==> src/pkg/relay_pkg.sv <==
// Shared constants, types and register map of the relay command logic.
// Assumes a byte-addressed classic Wishbone slave with 32-bit data.
package relay_pkg;

    localparam int NUM_RELAYS = 24;
    localparam int GROUP_SIZE = 8;
    localparam int NUM_GROUPS = NUM_RELAYS / GROUP_SIZE;
    localparam int MODE_W = 2;

    typedef enum logic [1:0] {
        MODE_UNLATCHED,
        MODE_LATCHED,
        MODE_PULSE,
        toggle_transition_mode
    } mode_t;

    typedef enum logic [1:0] {
        PH_IDLE,
        PH_PULSE,
        PH_HOLD
    } phase_t;

    // Register byte addresses; mode groups follow each other by one word.
    localparam logic [7:0] ADR_MODE0 = 8'h00;
    localparam logic [7:0] ADR_MODE_STEP = 8'h04;
    localparam logic [7:0] ADR_INVERT = 8'h0c;
    localparam logic [7:0] ADR_RETAIN = 8'h10;
    localparam logic [7:0] ADR_PULSE_MS = 8'h14;
    localparam logic [7:0] ADR_HALF_US = 8'h18;
    localparam logic [7:0] ADR_REM_OP = 8'h1c;
    localparam logic [7:0] ADR_REM_REL = 8'h20;
    localparam logic [7:0] ADR_DRIVE = 8'h24;
    localparam logic [7:0] ADR_ACTIVE = 8'h28;
    localparam logic [7:0] ADR_REMOTE = 8'h2c;
    localparam logic [7:0] ADR_LATCH = 8'h30;
    localparam logic [7:0] ADR_BUSY = 8'h34;

    // Reset values and limits.
    localparam mode_t MODE_RST = MODE_UNLATCHED;
    localparam logic [23:0] INVERT_RST = 24'h000000;
    localparam logic [23:0] RETAIN_RST = 24'h000000;
    localparam logic [9:0] PULSE_MS_MIN = 10'h00a;
    localparam logic [9:0] PULSE_MS_MAX = 10'h3e8;
    localparam logic [9:0] PULSE_MS_RST = 10'h064;
    localparam logic [19:0] HALF_US_RST = 20'h02710;
    localparam logic [19:0] US_PER_MS = 20'h003e8;

    typedef struct packed {
        logic cyc;
        logic stb;
        logic we;
        logic [7:0] adr;
        logic [3:0] sel;
        logic [31:0] dat;
    } wb_req_t;

    typedef struct packed {
        logic ack;
        logic [31:0] dat;
    } wb_rsp_t;

    typedef struct packed {
        logic [NUM_RELAYS-1:0] operate;
        logic [NUM_RELAYS-1:0] release_cmd;
        logic [NUM_RELAYS-1:0] pulse_src;
    } local_cmd_t;

endpackage

==> src/hw/relay_output_command_logic.sv <==
// Command logic for the relay outputs: modes, remote commands, retention.
// Assumes all inputs come from logic on clk and one tick per half cycle.
//
// How it works
// - Twenty-four relay outputs in three groups of eight.
// - Each relay has its own mode: latched, unlatched, pulse or toggle.
// - Inverted relays are energized when inactive, de-energized when operated.
// - Unlatched relays follow the local operate level and release without latching.
// - Latched relays stay operated until a local or remote release.
// - Local release only clears the latch; a held remote operate keeps the relay operated.
// - Pulse mode gives one pulse, then holds released one width.
// - Pulse width programmable from 10 ms to 1 s.
// - Relays update on half-cycle ticks; widths round up to whole ticks.
// - Toggle mode inverts state per command, then holds one width.
// - Pulse and toggle relays accept internal pulse sources as commands.
// - Remote operate holds latched or unlatched relays until remote release.
// - Remote release also clears the local latch.
// - Remote operate triggers pulse or toggle; remote release ignored there.
// - Retention applies only to relays in latched mode.
// - After power returns non-retained relays and their remote commands clear.
// - After power returns retained relays keep state and remote commands.
// - Critical fault releases every relay and drops pending remote commands.
//
// Our own choices: the Wishbone register port and the register addresses.
`timescale 1ns/1ps

module relay_output_command_logic (
    input wire logic clk,
    input wire logic sys_rst,
    input wire logic half_cycle_tick,
    input wire logic power_restore,
    input wire logic critical_fault,
    input wire relay_pkg::local_cmd_t local_i,
    input wire relay_pkg::wb_req_t wb_i,
    output relay_pkg::wb_rsp_t wb_o,
    output logic [relay_pkg::NUM_RELAYS-1:0] relay_drive
);
    import relay_pkg::*;

    localparam int N = NUM_RELAYS;

    // Configuration and event registers.
    mode_t mode_r [N];
    mode_t mode_nxt [N];
    logic [N-1:0] invert_r, invert_nxt;
    logic [N-1:0] retain_r, retain_nxt;
    logic [9:0] pulse_ms_r, pulse_ms_nxt;
    logic [19:0] half_us_r, half_us_nxt;
    logic [N-1:0] rem_op_r, rem_op_nxt;
    logic [N-1:0] rem_rel_r, rem_rel_nxt;
    logic [N-1:0] loc_op_r, loc_op_nxt;
    logic [N-1:0] loc_rel_r, loc_rel_nxt;
    logic [N-1:0] src_r, src_nxt;
    logic [N-1:0] op_prev_r, op_prev_nxt;
    logic ack_r, ack_nxt;
    logic [31:0] rdat_r, rdat_nxt;
    logic [N-1:0] drive_r, drive_nxt;

    // Per-relay state.
    logic active_r [N];
    logic active_nxt [N];
    logic latch_r [N];
    logic latch_nxt [N];
    logic remote_r [N];
    logic remote_nxt [N];
    phase_t phase_r [N];
    phase_t phase_nxt [N];
    logic [19:0] elapsed_r [N];
    logic [19:0] elapsed_nxt [N];

    logic [N-1:0] active_vec, remote_vec, latch_vec, busy_vec, hold_vec;
    logic [19:0] width_us;
    logic req;
    logic wr;
    logic [7:0] word_adr;
    logic [31:0] lane_mask;
    logic [31:0] wdat;
    logic [9:0] new_ms;

    assign width_us = 20'(pulse_ms_r) * US_PER_MS;
    assign req = wb_i.cyc & wb_i.stb & ~ack_r;
    assign wr = req & wb_i.we;
    assign word_adr = {wb_i.adr[7:2], 2'b00};
    assign lane_mask = {{8{wb_i.sel[3]}}, {8{wb_i.sel[2]}},
                        {8{wb_i.sel[1]}}, {8{wb_i.sel[0]}}};
    assign wb_o.ack = ack_r;
    assign wb_o.dat = rdat_r;
    assign relay_drive = drive_r;

    // Register write, read and event capture.
    always_comb begin
        logic [31:0] merged;
        logic [N-1:0] ev_rop;
        logic [N-1:0] ev_rrel;
        logic [N-1:0] keep;
        merged = 32'h00000000;
        ev_rop = '0;
        ev_rrel = '0;
        keep = '1;
        new_ms = pulse_ms_r;
        wdat = wb_i.dat & lane_mask;
        for (int k = 0; k < N; k++) begin
            mode_nxt[k] = mode_r[k];
        end
        invert_nxt = invert_r;
        retain_nxt = retain_r;
        pulse_ms_nxt = pulse_ms_r;
        half_us_nxt = half_us_r;
        rdat_nxt = 32'h00000000;
        ack_nxt = req;
        for (int k = 0; k < N; k++) begin
            if (wr && word_adr == 8'(ADR_MODE0 + 8'(ADR_MODE_STEP * 8'(k / 8)))
                && wb_i.sel[(k % 8) / 4]) begin
                mode_nxt[k] = mode_t'(wb_i.dat[MODE_W*(k % 8) +: MODE_W]);
            end
            if (word_adr == 8'(ADR_MODE0 + 8'(ADR_MODE_STEP * 8'(k / 8)))) begin
                rdat_nxt[MODE_W*(k % 8) +: MODE_W] = mode_r[k];
            end
        end
        if (wr) begin
            case (word_adr)
                ADR_INVERT: begin
                    merged = (32'(invert_r) & ~lane_mask) | wdat;
                    invert_nxt = merged[N-1:0];
                end
                ADR_RETAIN: begin
                    merged = (32'(retain_r) & ~lane_mask) | wdat;
                    retain_nxt = merged[N-1:0];
                end
                ADR_PULSE_MS: begin
                    merged = (32'(pulse_ms_r) & ~lane_mask) | wdat;
                    new_ms = merged[9:0];
                    if (merged[31:10] != 22'h000000 || new_ms > PULSE_MS_MAX) begin
                        new_ms = PULSE_MS_MAX;
                    end else if (new_ms < PULSE_MS_MIN) begin
                        new_ms = PULSE_MS_MIN;
                    end
                    pulse_ms_nxt = new_ms;
                end
                ADR_HALF_US: begin
                    merged = (32'(half_us_r) & ~lane_mask) | wdat;
                    if (merged[19:0] != 20'h00000) begin
                        half_us_nxt = merged[19:0];
                    end
                end
                ADR_REM_OP: begin
                    ev_rop = wdat[N-1:0];
                end
                ADR_REM_REL: begin
                    ev_rrel = wdat[N-1:0];
                end
                default: begin
                end
            endcase
        end
        case (word_adr)
            ADR_INVERT: rdat_nxt = 32'(invert_r);
            ADR_RETAIN: rdat_nxt = 32'(retain_r);
            ADR_PULSE_MS: rdat_nxt = 32'(pulse_ms_r);
            ADR_HALF_US: rdat_nxt = 32'(half_us_r);
            ADR_REM_OP: rdat_nxt = 32'(rem_op_r);
            ADR_REM_REL: rdat_nxt = 32'(rem_rel_r);
            ADR_DRIVE: rdat_nxt = 32'(drive_r);
            ADR_ACTIVE: rdat_nxt = 32'(active_vec);
            ADR_REMOTE: rdat_nxt = 32'(remote_vec);
            ADR_LATCH: rdat_nxt = 32'(latch_vec);
            ADR_BUSY: rdat_nxt = 32'(busy_vec);
            default: begin
            end
        endcase
        if (!req || wb_i.we) begin
            rdat_nxt = 32'h00000000;
        end
        // Pending events are consumed on the tick; a new one wins.
        rem_op_nxt = (rem_op_r & ~{N{half_cycle_tick}}) | ev_rop;
        rem_rel_nxt = (rem_rel_r & ~{N{half_cycle_tick}}) | ev_rrel;
        loc_op_nxt = (loc_op_r & ~{N{half_cycle_tick}})
                     | (local_i.operate & ~op_prev_r);
        loc_rel_nxt = (loc_rel_r & ~{N{half_cycle_tick}}) | local_i.release_cmd;
        src_nxt = (src_r & ~{N{half_cycle_tick}}) | local_i.pulse_src;
        op_prev_nxt = local_i.operate;
        // Power return drops events of non-retained relays.
        if (power_restore) begin
            keep = hold_vec;
        end
        // Critical fault drops every pending command.
        if (critical_fault) begin
            keep = '0;
        end
        rem_op_nxt = rem_op_nxt & keep;
        rem_rel_nxt = rem_rel_nxt & keep;
        loc_op_nxt = loc_op_nxt & keep;
        loc_rel_nxt = loc_rel_nxt & keep;
        src_nxt = src_nxt & keep;
        drive_nxt = active_vec ^ invert_r;
    end

    always_ff @(posedge clk) begin
        if (sys_rst) begin
            for (int k = 0; k < N; k++) begin
                mode_r[k] <= MODE_RST;
            end
            invert_r <= INVERT_RST;
            retain_r <= RETAIN_RST;
            pulse_ms_r <= PULSE_MS_RST;
            half_us_r <= HALF_US_RST;
            rem_op_r <= '0;
            rem_rel_r <= '0;
            loc_op_r <= '0;
            loc_rel_r <= '0;
            src_r <= '0;
            op_prev_r <= '0;
            ack_r <= 1'b0;
            rdat_r <= 32'h00000000;
            drive_r <= INVERT_RST;
        end else begin
            for (int k = 0; k < N; k++) begin
                mode_r[k] <= mode_nxt[k];
            end
            invert_r <= invert_nxt;
            retain_r <= retain_nxt;
            pulse_ms_r <= pulse_ms_nxt;
            half_us_r <= half_us_nxt;
            rem_op_r <= rem_op_nxt;
            rem_rel_r <= rem_rel_nxt;
            loc_op_r <= loc_op_nxt;
            loc_rel_r <= loc_rel_nxt;
            src_r <= src_nxt;
            op_prev_r <= op_prev_nxt;
            ack_r <= ack_nxt;
            rdat_r <= rdat_nxt;
            drive_r <= drive_nxt;
        end
    end

    // One copy of the relay state machine per output.
    for (genvar i = 0; i < N; i++) begin : g_relay
        logic [20:0] sum;
        logic expire;
        logic trig;

        assign active_vec[i] = active_r[i];
        assign remote_vec[i] = remote_r[i];
        assign latch_vec[i] = latch_r[i];
        assign busy_vec[i] = (phase_r[i] != PH_IDLE);
        // Retention only counts in latched mode.
        assign hold_vec[i] = retain_r[i] & (mode_r[i] == MODE_LATCHED);
        // A phase ends at the first tick reaching the width.
        assign sum = {1'b0, elapsed_r[i]} + {1'b0, half_us_r};
        assign expire = (sum >= {1'b0, width_us});
        // Pulse sources and local or remote operate trigger.
        assign trig = rem_op_r[i] | loc_op_r[i] | src_r[i];

        always_comb begin
            active_nxt[i] = active_r[i];
            latch_nxt[i] = latch_r[i];
            remote_nxt[i] = remote_r[i];
            phase_nxt[i] = phase_r[i];
            elapsed_nxt[i] = elapsed_r[i];
            if (critical_fault) begin
                active_nxt[i] = 1'b0;
                latch_nxt[i] = 1'b0;
                remote_nxt[i] = 1'b0;
                phase_nxt[i] = PH_IDLE;
                elapsed_nxt[i] = 20'h00000;
            end else if (power_restore) begin
                if (!hold_vec[i]) begin
                    active_nxt[i] = 1'b0;
                    latch_nxt[i] = 1'b0;
                    remote_nxt[i] = 1'b0;
                    phase_nxt[i] = PH_IDLE;
                    elapsed_nxt[i] = 20'h00000;
                end
            end else if (half_cycle_tick) begin
                case (mode_r[i])
                    MODE_LATCHED, MODE_UNLATCHED: begin
                        if (rem_rel_r[i]) begin
                            remote_nxt[i] = 1'b0;
                            latch_nxt[i] = 1'b0;
                        end
                        if (rem_op_r[i]) begin
                            remote_nxt[i] = 1'b1;
                        end
                        if (mode_r[i] == MODE_LATCHED) begin
                            if (loc_rel_r[i]) begin
                                latch_nxt[i] = 1'b0;
                            end
                            if (local_i.operate[i]) begin
                                latch_nxt[i] = 1'b1;
                            end
                        end else begin
                            latch_nxt[i] = local_i.operate[i];
                        end
                        active_nxt[i] = latch_nxt[i] | remote_nxt[i];
                        phase_nxt[i] = PH_IDLE;
                        elapsed_nxt[i] = 20'h00000;
                    end
                    default: begin
                        remote_nxt[i] = 1'b0;
                        latch_nxt[i] = 1'b0;
                        elapsed_nxt[i] = sum[19:0];
                        case (phase_r[i])
                            PH_IDLE: begin
                                elapsed_nxt[i] = 20'h00000;
                                if (trig && mode_r[i] == MODE_PULSE) begin
                                    active_nxt[i] = 1'b1;
                                    phase_nxt[i] = PH_PULSE;
                                end else if (trig) begin
                                    active_nxt[i] = ~active_r[i];
                                    phase_nxt[i] = PH_HOLD;
                                end
                            end
                            PH_PULSE: begin
                                if (expire) begin
                                    active_nxt[i] = 1'b0;
                                    phase_nxt[i] = PH_HOLD;
                                    elapsed_nxt[i] = 20'h00000;
                                end
                            end
                            PH_HOLD: begin
                                if (expire) begin
                                    phase_nxt[i] = PH_IDLE;
                                    elapsed_nxt[i] = 20'h00000;
                                end
                            end
                            default: begin
                                phase_nxt[i] = PH_IDLE;
                            end
                        endcase
                    end
                endcase
            end
        end

        always_ff @(posedge clk) begin
            if (sys_rst) begin
                active_r[i] <= 1'b0;
                latch_r[i] <= 1'b0;
                remote_r[i] <= 1'b0;
                phase_r[i] <= PH_IDLE;
                elapsed_r[i] <= 20'h00000;
            end else begin
                active_r[i] <= active_nxt[i];
                latch_r[i] <= latch_nxt[i];
                remote_r[i] <= remote_nxt[i];
                phase_r[i] <= phase_nxt[i];
                elapsed_r[i] <= elapsed_nxt[i];
            end
        end
    end

endmodule

==> config.mk <==
export PLATFORM = sky130hd
export DESIGN_NAME = relay_output_command_logic
export DESIGN_NICKNAME = d
export VERILOG_FILES = /design/src/pkg/relay_pkg.sv /design/src/hw/relay_output_command_logic.sv
export SDC_FILE = /design/constraint.sdc
export NUM_CORES = 2
export LEC_CHECK = 0
export BUFFER_PORTS_ARGS = -buffer_cell sky130_fd_sc_hd__buf_2
export CORE_UTILIZATION = 64
export DETAILED_ROUTE_END_ITERATION = 6
export GPL_ROUTABILITY_DRIVEN = 0
export PLACE_DENSITY = 0.84
export SLEW_MARGIN = 25
export SYNTH_ARGS = -nofsm -noshare
export SYNTH_HDL_FRONTEND = slang
export SYNTH_SLANG_ARGS = --single-unit
==> constraint.sdc <==
create_clock -name clk -period 9.4 [get_ports clk]
set_clock_uncertainty 0.15 [all_clocks]
set_input_delay 1.88 -clock clk [delete_from_list [all_inputs] [get_ports clk]]
set_output_delay 1.88 -clock clk [all_outputs]
set_load 0.02 [all_outputs]
Word-level counts from Yosys, hierarchy flattened
Memory sizes are Yosys's and may differ from the RTL's.
Cells that the tools add are included.
{"block": "word_totals", "regBits": 279, "ram_bits": 648, "out_inout_bits": 57, "word_cells": 2044, "mem_count": 6}
{"block": "op_classes", "n_addsub": 24, "n_mul": 1, "order_cmp": 26, "eq_ne": 109, "mux": 1404, "n_bitwise": 297, "reduce_logical": 164}
{"memory": "elapsed_r", "depth": 24, "width": 20, "read_ports": 24, "rd_clocked_by_memory_dff": 0, "wr": 24, "line": "relay_output_command_logic.sv:68", "text": "logic [19:0] elapsed_r [N];"}
{"memory": "mode_r", "depth": 24, "width": 2, "read_ports": 24, "rd_clocked_by_memory_dff": 0, "wr": 24, "line": "relay_output_command_logic.sv:43", "text": "mode_t mode_r [N];"}
{"memory": "phase_r", "depth": 24, "width": 2, "read_ports": 24, "rd_clocked_by_memory_dff": 0, "wr": 24, "line": "relay_output_command_logic.sv:66", "text": "phase_t phase_r [N];"}
{"memory": "active_r", "depth": 24, "width": 1, "read_ports": 24, "rd_clocked_by_memory_dff": 0, "wr": 24, "line": "relay_output_command_logic.sv:60", "text": "logic active_r [N];"}
{"memory": "latch_r", "depth": 24, "width": 1, "read_ports": 24, "rd_clocked_by_memory_dff": 0, "wr": 24, "line": "relay_output_command_logic.sv:62", "text": "logic latch_r [N];"}
{"memory": "remote_r", "depth": 24, "width": 1, "read_ports": 24, "rd_clocked_by_memory_dff": 0, "wr": 24, "line": "relay_output_command_logic.sv:64", "text": "logic remote_r [N];"}
{"operator": "20-bit 2-to-1 mux", "n": 168}
{"operator": "20-bit case mux with 2 select lines", "n": 24}
{"operator": "1-bit 2-to-1 mux", "n": 843}
{"operator": "2-bit 2-to-1 mux", "n": 312}
{"operator": "20-bit by 20-bit adder with 21-bit output", "n": 24}
{"operator": "21-bit by 20-bit >= comparator with 1-bit output", "n": 24}
{"operator": "24-bit bitwise AND", "n": 13}
{"operator": "24-bit case mux with 11 select lines", "n": 1}
{"operator": "1-bit bitwise OR", "n": 216}
{"operator": "24-bit bitwise OR", "n": 7}
{"operator": "24-bit 2-to-1 mux", "n": 6}
{"operator": "2-bit case mux with 3 select lines", "n": 24}
{"operator": "2-bit OR reduction", "n": 49}
{"operator": "2-bit by 1-bit == test with 1-bit output (second input constant)", "n": 48}
{"operator": "2-bit == test (second input constant)", "n": 48}
{"operator": "2-bit logical NOT", "n": 48}
{"operator": "24-bit NOT", "n": 2}
{"operator": "1-bit case mux with 2 select lines", "n": 24}
{"operator": "2-bit nonzero test", "n": 24}
{"operator": "6-bit by 4-bit == test with 1-bit output (second input constant)", "n": 6}
{"operator": "1-bit logical AND", "n": 33}
{"operator": "10-bit by 32-bit bitwise AND with 32-bit output", "n": 1}
{"operator": "32-bit bitwise AND", "n": 1}
{"operator": "32-bit NOT", "n": 1}
{"operator": "20 further kinds", "n": 78}

Depth between registers and ports, before layout
An unclocked memory read counts as a cell.
{"block": "depth", "ltp_word": 15, "ltp_mapped": 29}

Least setup slack after synthesis
OpenSTA, ideal clock, no wires.
{"block": "synth_timing", "path_kind": "reg-to-reg", "from": "register pulse_ms_r[0]", "to": "memory elapsed_r[17][9] (netlist: elapsed_r[2][29])", "setup_time_ps": 60, "arrival_time_ps": 7610, "t_required_ps": 9190, "setup_slack_ps": 1580, "stages_incl_launch_ff": 26, "path_buffers": 2, "period_less_slack_ps": 7820, "path_cell_list": "dfxtp_1 > fa_1 > fa_1 > inv_1 > fa_1 > fa_1 > inv_1 > ha_1 > inv_1 > o21bai_1 > a21oi_1 > o21bai_1 > a21oi_1 > nor2_1 > o21a_1 > o41ai_1 > xor2_1 > ha_1 > and3_1 > a211o_1 > maj3_1 > a21oi_1 > o211a_1 > buf_2 > buf_4 > a22o_1"}
{"element": "from (decl)", "line": "relay_output_command_logic.sv:47", "text": "logic [9:0] pulse_ms_r, pulse_ms_nxt;"}
{"element": "from (signal assigned)", "line": "relay_output_command_logic.sv:222", "text": "pulse_ms_r <= pulse_ms_nxt;"}
{"element": "to (decl)", "line": "relay_output_command_logic.sv:68"}

==> impl_metrics.py <==
metrics = {
    "setup_path": {
        "cpMostUsedCell": "fa_1",
        "slowest_stage": "xnor2_2",
        "path_class": "reg2reg",
        "rr_endpoint": "elapsed_r[2][139]",
        "worstRegToRegCells": 25,
        "arrival_ns": 9.15,
        "slowest_delay_ns": 0.75,
        "rr_startpoint": "pulse_ms_r[3]",
        "crit_required_ns": 9.90,
        "critPathLaunchType": "flop",
        "crit_end": "elapsed_r[2][139]",
        "crit_path_max_fanout": 10,
        "rrSetupSlack_ns": 0.75,
        "crit_path_end_kind": "flop",
        "startpoint": "pulse_ms_r[3]",
    },
    "clock_tree": {
        "ctsResizeCount": 0,
        "worstSkewPairLatency_ns": 0.73,
        "ctsLongestPathBuffers": 3,
        "tritoncts": "done",
        "htreeDepth": 3,
        "clk_pin_slew_worst_paths_ns": 0.07,
        "cts.sinks": 919,
        "cts_setup_buffers": 0,
        "ctsHoldBuffers": 0,
        "root_buffer": "clkbuf_16",
        "cts_buffers": 103,
    },
    "routing": {
        "dr.first_iter.drc_count": 8608,
        "vias_per_cell": 7.041,
        "top_layer": "met5",
        "avgRoutedWirePerCell_um": 24.64,
        "via_count": 67610,
        "wl_met1_mm": 87.94,
        "final_antenna_net_count": 0,
        "met2_length_mm": 96.70,
        "routed_wl_mm": 236.5,
        "wl_met3_mm": 33.29,
        "remaining_drc_errors": 44,
        "drtPass1Iterations": 7,
    },
    "synthesis": {
        "netlist_area_um2": 68440,
        "synthAdderAreaFrac": 0.1956,
        "ys_ff_latch": 919,
        "synthMuxAreaShare": 0.01367,
        "yosysSeqAreaShare": 0.2688,
        "syn_inst": 7996,
        "synth.avg_cell_area_um2": 8.560,
        "synth_compound_area_frac": 0.2762,
        "synthArstFlopShare": 0,
        "synth_top_family_by_area": "compound AO/OA/AOI/OAI gates",
        "synth-simple-area-share": 0.1577,
        "synth.distinct_cells": 118,
        "synth_edf_count": 0,
        "synth_xor_xnor_area_share": 0.05294,
        "synthFlopType": "dfxtp_1",
        "yosys_warnings": 0,
    },
    "floorplan": {
        "core_um2": 105700,
        "initial_utilization": 0.6474,
        "ios": 181,
        "die_height_um": 329.0,
        "die_w_um": 329.0,
        "dieArea_um2": 108300,
        "rows": 119,
    },
    "job": {
        "max_cap_violations": 0,
    },
    "power": {
        "peakVddDrop_mv": 0.1452,
        "p_leak_nw": 33.03,
        "p_per_area_nw_per_um2": 118.4,
    },
    "sta": {
        "rsz0062_at_grt": "false",
        "tns_ns": 0,
        "hold_violations": 0,
        "fmax_mhz": 115.6,
        "fin_crit_sh": 0.9203,
        "setup_viol": 0,
        "slew_violations": 0,
        "period_minus_slack_ns": 8.650,
        "worstMarginPinSlew_ns": 1.208,
        "slew_headroom": 0.1904,
    },
    "grt": {
        "antenna_found_initial": 34,
        "grt_pass1_vias": 64540,
        "grt_first_pass_wirelength_mm": 358.0,
        "grt_use_total": 0.4214,
        "overflow": 0,
        "grt_max_degree": 100,
    },
    "run_status": {
        "violations": "DRC",
        "status": "complete, but fails checks",
    },
    "place": {
        "io_buffers": 170,
        "dp.cells": 9386,
        "place_hpwl_mm": 165.4,
    },
    "layout": {
        "instances_no_fill": 9602,
        "drive_above_1_share": 0.07804,
        "syn_to_final_growth_pct": 9.172,
        "nets": 9255,
    },
    "hold_path": {
        "hold_path.class": "reg2reg",
    },
}
==> state kept, by name, indices dropped and copies added, names as in the netlist, named ones only <==
name         count
loc_op_r        24
active_r        24
rem_op_r        24
loc_rel_r       24
phase_r         48
latch_r         24
remote_r        24
op_prev_r       24
pulse_ms_r      10
ack_r            1
rem_rel_r       24
rdat_r          24
mode_r          48
elapsed_r      480
half_us_r       20
relay_drive     24
src_r           24
==> layout by cell type, fill, tap and decap left out, types with 43 or more instances in the layout <==
master / instances
a22oi_1: 127
xnor2_1: 307
o21ai_0: 326
nand3_1: 245
o21a_1: 119
buf_4: 117
a21oi_1: 608
or3_1: 49
o31ai_1: 61
a221oi_1: 63
buf_2: 169
nor2_1: 759
o21bai_1: 80
nor2b_1: 135
and2_1: 43
a31oi_1: 118
nand2b_1: 66
a22o_1: 410
a211oi_1: 85
nand4_1: 54
nor3_1: 179
nand2_1: 455
a21o_1: 172
o211ai_1: 58
and3_1: 57
ha_1: 976
fa_1: 53
xor2_1: 95
dfxtp_1: 898
clkbuf_16: 103
mux2i_1: 80
inv_1: 300
==> power by group <==
group	total, mW	switching [mW]	leakage (nW)	internal, mW
registers	3.93	0.0156	7.42	3.91
logic	0.482	0.350	23.8	0.132
clock network	4.43	1.82	1.80	2.61
total	8.84	2.19	33.0	6.66
==> metrics by stage <==
stage / total power, mW / hold WS [ns] / setup WS, ns / instance area, µm² / util
finish: 8.845 / 0.3089 / 0.7496 / 74720 / 0.7068
global route: 9.007 / 0.3290 / 0.3252 / 74690 / 0.7065
CTS: 8.801 / 0.3129 / 1.303 / 74640 / 0.7061
detailed placement: 4.461 / 0.2917 / 1.348 / 70980 / 0.6714
global placement: 4.451 / 0.2849 / 1.599 / 70980 / 0.6714
floorplan: 4.272 / 0.2739 / 1.580 / 68470 / -
==> critical path, delay by kind of cell (launching register included) <==
kind,cells,cell delay [ns]
DFF,1,0.63
and+or+nand+nor,5,1.57
adders and majority gates,6,2.72
buffers and inverters,4,0.68
xor gates and xnor gates,1,0.75
AOI/OAI and AO/OA,9,2.06
==> per-layer routing <==
| layer | vias up | track usage |
|---|---|---|
| met5 | - | 0 |
| met4 | 34 | 0.2893 |
| met3 | 1168 | 0.1411 |
| met2 | 4303 | 0.6196 |
| met1 | 31730 | 0.5195 |
| li1 | 30370 | - |
==> cells in the mapped netlist, drive strengths merged (135+ instances only) <==
| library cell | number | area share |
|---|---|---|
| dfxtp | 919 | 0.27 |
| a21oi | 611 | 0.045 |
| clkbuf | 226 | 0.012 |
| nand3 | 245 | 0.018 |
| nor2 | 776 | 0.043 |
| a21o | 174 | 0.019 |
| xnor2 | 314 | 0.040 |
| nor2b | 135 | 0.012 |
| o21ai | 346 | 0.026 |
| ha | 976 | 0.18 |
| nand2 | 456 | 0.025 |
| nor3 | 185 | 0.014 |
| inv | 304 | 0.017 |
| a22o | 410 | 0.052 |
==> final cells by class <==
type,instances,area [µm²]
clock inverters,53,763.2
flip-flops and latches,919,18430
multi-input cells,6482,47900
clock buffers,139,2903
diodes,23,57.56
fillers,8015,30990
inverters,305,1147
well taps,1391,1740
repair buffers,290,1778
==> worst min-delay path by stage <==
stage	start	to	depth (start not counted)
4_1_cts	elapsed_r[0][83]	elapsed_r[0][83]	2
6_report	elapsed_r[0][83]	elapsed_r[0][83]	2
5_1_grt	elapsed_r[0][148]	elapsed_r[0][148]	1
2_1_floorplan	elapsed_r[2][96]	elapsed_r[2][96]	2
3_3_place_gp	elapsed_r[2][96]	elapsed_r[2][96]	2
3_5_place_dp	elapsed_r[2][96]	elapsed_r[2][96]	2
==> cells by family after synthesis <==
logic type                 Yosys count
other                                1
buffers and inverters              602
DFF                                919
AOI/OAI and AO/OA                 2675
and+or+nand+nor                   2258
adders and majority gates         1039
xor gates and xnor gates           412
muxes                               90
Note: power is estimated with default switching activity, not from simulation.
